File: config.mk
export PLATFORM = sky130hd
export DESIGN_NAME = glitchless_clock_fanout_mux
export DESIGN_NICKNAME = d
export VERILOG_FILES = /design/src/hdl/fanout_pkg.sv /design/src/hdl/pin_sync.sv /design/src/hdl/glitchless_clock_fanout_mux.sv
export SDC_FILE = /design/constraint.sdc
export NUM_CORES = 1
export LEC_CHECK = 0
export BUFFER_PORTS_ARGS = -buffer_cell sky130_fd_sc_hd__buf_2
export CAP_MARGIN = 5
export CORE_ASPECT_RATIO = 0.8
export CORE_UTILIZATION = 45
export DETAILED_ROUTE_END_ITERATION = 10
export GPL_TIMING_DRIVEN = 1
export MAX_ROUTING_LAYER = met4
export PLACE_DENSITY = 0.8
export SKIP_LAST_GASP = 1
export SLEW_MARGIN = 20
export SYNTH_ARGS = -nofsm -noshare
export SYNTH_HDL_FRONTEND = slang
export SYNTH_SLANG_ARGS = --single-unit
File: constraint.sdc
create_clock -name ref_clk -period 3.08 [get_ports ref_clk]
set_clock_uncertainty 0.15 [all_clocks]
set_input_delay 0.616 -clock ref_clk [delete_from_list [all_inputs] [get_ports ref_clk]]
set_output_delay 0.616 -clock ref_clk [all_outputs]
set_load 0.05 [all_outputs]
File: src/hdl/fanout_pkg.sv
// Shared constants for the clock fanout selector
package fanout_pkg;

  // Number of complementary output pairs
  localparam int OUTPUT_PAIRS = 22;

  // Depth of the pin input synchroniser
  localparam int SYNC_STAGES = 3;

  // Value of every synchroniser stage after reset
  localparam logic SYNC_RESET = 1'h0;

  // Output gate state after reset: outputs stopped
  localparam logic GATE_RESET = 1'h0;

  // True outputs after reset and while stopped
  localparam logic [OUTPUT_PAIRS-1:0] TRUE_RESET = 22'h000000;

  // Complementary outputs after reset and while stopped
  localparam logic [OUTPUT_PAIRS-1:0] COMP_RESET = 22'h3fffff;

  // Source select level that picks the emitter-coupled input
  localparam logic SELECT_ECL = 1'h1;

endpackage

File: src/hdl/pin_sync.sv
// Three-stage pin synchroniser with agreement filter
`timescale 1ns/1ps
module pin_sync (
  input wire logic ref_clk,
  input wire logic reset_n,
  input wire logic pinIn,
  output logic levelOut
);

  // Synchroniser chain; the first stage feeds only the second
  logic [fanout_pkg::SYNC_STAGES-1:0] stage_reg;
  // Filtered level
  logic level_reg;

  // Shift the pin through the chain
  always_ff @(posedge ref_clk) begin
    if (!reset_n) begin
      stage_reg <= {fanout_pkg::SYNC_STAGES{fanout_pkg::SYNC_RESET}};
    end else begin
      stage_reg <= {stage_reg[fanout_pkg::SYNC_STAGES-2:0], pinIn};
    end
  end

  // Accept a change once the second and third stages agree
  always_ff @(posedge ref_clk) begin
    if (!reset_n) begin
      level_reg <= fanout_pkg::SYNC_RESET;
    end else if (stage_reg[1] == stage_reg[2]) begin
      level_reg <= stage_reg[2];
    end
  end

  assign levelOut = level_reg;

endmodule

File: src/hdl/glitchless_clock_fanout_mux.sv
// Two-input clock selector with synchronous enable and 22-pair fanout
//
// Functional notes
// - Selected clock copied onto all 22 pairs
// - Select low picks low-swing, high picks ECL
// - Enable changes only while outputs are low
// - Disabled: true outputs low, complements high
// - Enable takes effect synchronously, not immediately
// - Enable sampled at selected clock rising edge
// - Enable fall keeps outputs stopped from next cycle
// - Enable rise resumes toggling at next cycle
`timescale 1ns/1ps
module glitchless_clock_fanout_mux (
  input wire logic ref_clk,
  input wire logic reset_n,
  input wire logic lvdsClockIn,
  input wire logic eclClockIn,
  input wire logic sourceSelect,
  input wire logic outputEnable,
  output logic [fanout_pkg::OUTPUT_PAIRS-1:0] clockOutTrue,
  output logic [fanout_pkg::OUTPUT_PAIRS-1:0] clockOutComp
);

  // Synchronised copies of the four pins
  logic lvdsSync;
  logic eclSync;
  logic selectSync;
  logic enableSync;

  // Currently selected input clock level
  logic selClock;
  // Selected clock one cycle earlier, for edge detection
  logic selClockPrev_reg;
  // One-cycle pulse on a rising edge of the selected clock
  logic risingEdge;

  // Output gate: high while outputs are allowed to toggle
  logic gate_reg;
  logic gate_next;

  // Registered output pairs
  logic [fanout_pkg::OUTPUT_PAIRS-1:0] true_reg;
  logic [fanout_pkg::OUTPUT_PAIRS-1:0] comp_reg;
  logic [fanout_pkg::OUTPUT_PAIRS-1:0] true_next;

  // Low-swing clock input synchroniser
  pin_sync lvdsSyncInst (
    .ref_clk(ref_clk),
    .reset_n(reset_n),
    .pinIn(lvdsClockIn),
    .levelOut(lvdsSync)
  );

  // Emitter-coupled clock input synchroniser
  pin_sync eclSyncInst (
    .ref_clk(ref_clk),
    .reset_n(reset_n),
    .pinIn(eclClockIn),
    .levelOut(eclSync)
  );

  // Source select pin synchroniser
  pin_sync selectSyncInst (
    .ref_clk(ref_clk),
    .reset_n(reset_n),
    .pinIn(sourceSelect),
    .levelOut(selectSync)
  );

  // Enable pin synchroniser; the pin may change at any time
  pin_sync enableSyncInst (
    .ref_clk(ref_clk),
    .reset_n(reset_n),
    .pinIn(outputEnable),
    .levelOut(enableSync)
  );

  // Pick the input clock from the select level
  always_comb begin
    if (selectSync == fanout_pkg::SELECT_ECL) begin
      selClock = eclSync;
    end else begin
      selClock = lvdsSync;
    end
  end

  // Remember the selected clock to find its rising edges
  always_ff @(posedge ref_clk) begin
    if (!reset_n) begin
      selClockPrev_reg <= fanout_pkg::SYNC_RESET;
    end else begin
      selClockPrev_reg <= selClock;
    end
  end

  // Rising edge of the selected clock
  assign risingEdge = selClock & ~selClockPrev_reg;

  // Sample the enable only at a rising edge; hold it otherwise
  always_comb begin
    if (risingEdge) begin
      gate_next = enableSync;
    end else begin
      gate_next = gate_reg;
    end
  end

  // Gate register; it switches only as a low phase ends
  always_ff @(posedge ref_clk) begin
    if (!reset_n) begin
      gate_reg <= fanout_pkg::GATE_RESET;
    end else begin
      gate_reg <= gate_next;
    end
  end

  // Gated clock copied onto every true output
  assign true_next = {fanout_pkg::OUTPUT_PAIRS{gate_next & selClock}};

  // Output pair registers; complement is always the inverse
  always_ff @(posedge ref_clk) begin
    if (!reset_n) begin
      true_reg <= fanout_pkg::TRUE_RESET;
      comp_reg <= fanout_pkg::COMP_RESET;
    end else begin
      true_reg <= true_next;
      comp_reg <= ~true_next;
    end
  end

  // Drive the pins from the registers
  assign clockOutTrue = true_reg;
  assign clockOutComp = comp_reg;
endmodule

==> insert_results.sql <==
INSERT INTO impl_metrics (metric_group, metric, value, unit) VALUES
('synthesis', 'ys.warnings.count', '0', ''),
('worst_hold_path', 'hold_path.class', 'register to register', ''),
('synthesis', 'yosysUniqueCellTypes', '14', ''),
('route', 'via_count', '534', ''),
('timing', 'achievable-frequency', '496', 'MHz'),
('power', 'report.power.total', '0.426', 'mW'),
('power', 'total_internal_power', '0.343', 'mW'),
('finish', 'fraction_of_layout_instances_using_a_drive_strength_above_1', '50.9', '%'),
('timing', 'finalSetupViolCount', '0', ''),
('finish', 'syn2layout_area_growth', '-0.945', '%'),
('cts', 'cts.hold.buffers_added', '0', ''),
('synthesis', 'avgSynthCellArea', '9.66', 'µm²'),
('floorplanning', 'chipWidth', '52.8', 'µm'),
('cts', 'clkSlewWorstSetupHoldPaths', '0.10', 'ns'),
('global_route', 'number_of_global_route_vias_before_repair', '386', ''),
('placement', 'dpl_cell_area', '882', 'µm²'),
('route', 'wl_per_cell', '8.01', 'µm'),
('setup_path', 'critical-path-top-delay-family', 'flip-flops', ''),
('route', 'drt-total-wl', '1040', 'µm'),
('setup_path', 'critical-path-max-stage-delay', '0.60', 'ns'),
('setup_path', 'worstPathMaxFanout', '22', ''),
('global_route', 'grt_remaining_overflow', '0', ''),
('cts', 'cts_setup_buffers', '0', ''),
('job', 'max_cap_violations', '0', ''),
('cts', 'numCtsBuffers', '3', ''),
('finish', 'fillCellCount', '173', ''),
('cts', 'tritoncts', 'built', ''),
('power', 'seq_power_share', '62.7', '%'),
('cts', 'insertion_delay', '0.30', 'ns'),
('cts', 'cts_root_buf', 'clkbuf_4', ''),
('timing', 'hold_viol', '0', ''),
('synthesis', 'mappedNetlistNets', '102', ''),
('global_route', 'antenna_violations_before_repair', '0', ''),
('cts', 'cts.sink_count', '20', ''),
('floorplanning', 'top_level_ports', '50', ''),
('route', 'drc', '0', ''),
('setup_path', 'wp_data_arrival', '1.25', 'ns'),
('timing', 'drv_slew', '0', ''),
('power', 'clock_power_share', '34.8', '%'),
('power', 'switching_share', '19.4', '%'),
('route', 'ant_nets', '0', ''),
('floorplanning', 'floorplan.rows', '14', ''),
('synthesis', 'syn_area', '927', 'µm²'),
('placement', 'portBuffers', '49', ''),
('timing', 'min_period', '2.02', 'ns'),
('power', 'static_leakage', '0.447', 'nW'),
('finish', 'layout.core_utilization', '48.1', '%'),
('synthesis', 'postSynthRegisterBits', '20', ''),
('timing', 'tightest_slew', '0.435', 'ns'),
('cts', 'cts_max_path_buffers', '2', ''),
('setup_path', 'timing.critical_path.buf_inv', '1', ''),
('placement', 'dp.final_hpwl', '821', 'µm'),
('floorplanning', 'core-area', '1910', 'µm²'),
('setup_path', 'path_class', 'register to output pin', ''),
('floorplanning', 'initial_utilization', '48.6', '%'),
('setup_path', 'timing.critical_path.to_type', 'output pin', ''),
('setup_path', 'startpoint_type', 'register', ''),
('power', 'total_switching_power', '0.0827', 'mW'),
('cts', 'cts_max_level', '1', ''),
('cts', 'number_of_cells_upsized_or_downsized_after_cts', '0', ''),
('power', 'power.density_cell_area', '464', 'nW/µm²'),
('timing', 'setup_total_negative_slack', '0', 'ns'),
('power', 'comb_power_share', '2.5', '%'),
('setup_path', 'cp_cell_sequence', 'buf_2', ''),
('finish', 'finalInstanceArea', '918', 'µm²'),
('route', 'drt_iter0_drc', '6', ''),
('timing', 'timing.hold.ws', '0.286', 'ns'),
('timing', 'setup_repair_after_global_routing_missed_its_margin', 'false', ''),
('finish', 'nets', '113', ''),
('timing', 'slew_headroom', '70.9', '%'),
('timing', 'timing.final.crit_share', '65.5', '%'),
('setup_path', 'critPathRequiredTime', '2.31', 'ns'),
('synthesis', 'yosysSeqAreaShare', '43.2', '%'),
('finish', 'antenna-diode-count', '0', ''),
('run_status', 'status', 'finished clean', ''),
('global_route', 'grt_start_max_net_pins', '23', ''),
('global_route', 'grt_use_total', '10.7', '%'),
('floorplanning', 'die-area', '2250', 'µm²'),
('setup_path', 'cpMaxStageDelayCell', 'dfxtp_1', ''),
('floorplanning', 'die_y', '42.6', 'µm'),
('global_route', 'global_route_wire_length_before_repair', '1660', 'µm'),
('power', 'worst_ir_drop_vdd', '0.404', 'mV'),
('synthesis', 'netlist_instances', '96', ''),
('route', 'detailedRoute.firstPassIterationCount', '4', ''),
('placement', 'finalWeightedCongestion', '0.619', ''),
('route', 'detail_routed_via_count_per_cell', '4.11', '');
==> worst register-to-register path, cell delays in order (launching register included) <==
cell and delay, ns:
dfxtp_1 0.37, mux2i_1 0.31, nand2b_4 0.19, nor2_1 0.04
==> Yosys cell counts, drive strengths merged <==
cell type,instances,area share (%)
o31ai,1,0.81
or2,1,0.68
buf,42,34
and2,12,8.1
inv,1,0.40
dfxtp,20,43
nor2,1,0.40
nand2,5,2.0
a21boi,4,3.2
clkbuf,1,0.54
mux2i,2,2.2
nand2b,1,1.5
o211ai,1,0.81
o21ai,4,2.2
==> cells by family after synthesis <==
group,after synthesis,synth area share (%)
buf+inv,44,35.0
simple gates,20,12.7
flops,20,43.2
mux,2,2.16
compound gates,10,7.02
==> power by group through the flow <==
stage / Sequential [mW] / Clock [mW] / Combinational [mW]
detailed placement: 0.273 / 0 / 0.0111
global route: 0.268 / 0.162 / 0.0121
CTS: 0.267 / 0.154 / 0.0112
global placement: 0.273 / 0 / 0.0104
finish: 0.267 / 0.148 / 0.0108
floorplan: 0.272 / 0 / 0.00608
==> metrics by stage <==
step	setup slack, ns	cells
global placement	1.41	126
floorplan	1.05	96
detailed placement	1.37	126
CTS	1.03	130
global route	0.871	130
finish	1.06	130
==> layer usage <==
| metal | vias up | routed length [µm] | GRT usage (%) | part of all wire [%] |
|---|---|---|---|---|
| met1 | 223 | 421 | 10.8 | 40 |
| met4 | 0 | 13 | 4.74 | 1.2 |
| met5 | - | 0 | - | 0 |
| met2 | 29 | 526 | 17.2 | 51 |
| li1 | 279 | - | - | - |
| met3 | 3 | 80 | 5.43 | 7.7 |
==> cell type report <==
type                    instances  area, µm²  share of cell area (%)
repair buffers                 49        245                    26.7
clock buffers                   4       36.3                    3.95
inverters                       1       3.75                   0.409
multi-input cells              32        203                    22.1
well taps                      24       30.0                    3.27
flip-flops and latches         20        400                    43.6
==> cell usage in the layout, fill, tap and decap left out <==
master / synthesis / routed
dfxtp_1: 20 / 20
mux2i_1: 2 / 2
clkbuf_4: 0 / 3
o31ai_1: 1 / 1
o21ai_0: 4 / 4
nor2_1: 1 / 1
nand2b_4: 1 / 1
nand2_1: 5 / 5
a21boi_0: 4 / 4
inv_1: 1 / 1
o211ai_1: 1 / 1
buf_2: 0 / 49
and2_1: 12 / 12
or2_1: 1 / 1
clkbuf_8: 0 / 1
==> final timing paths <==
check / startpoint / to / slack [ns] / cells after the start
max: clockOutTrue[0]$_SDFF_PN0_ / clockOutTrue[16] / 1.06 / 1
max reg2reg: selectSyncInst.levelOut$_SDFFE_PN0N_ / clockOutTrue[0]$_SDFF_PN0_ / 1.92 / 3
min: eclSyncInst.stage_reg[0]$_SDFF_PN0_ / eclSyncInst.stage_reg[1]$_SDFF_PN0_ / 0.29 / 1
min reg2reg: eclSyncInst.stage_reg[0]$_SDFF_PN0_ / eclSyncInst.stage_reg[1]$_SDFF_PN0_ / 0.29 / 1
Power figures use the tool's default switching activity.
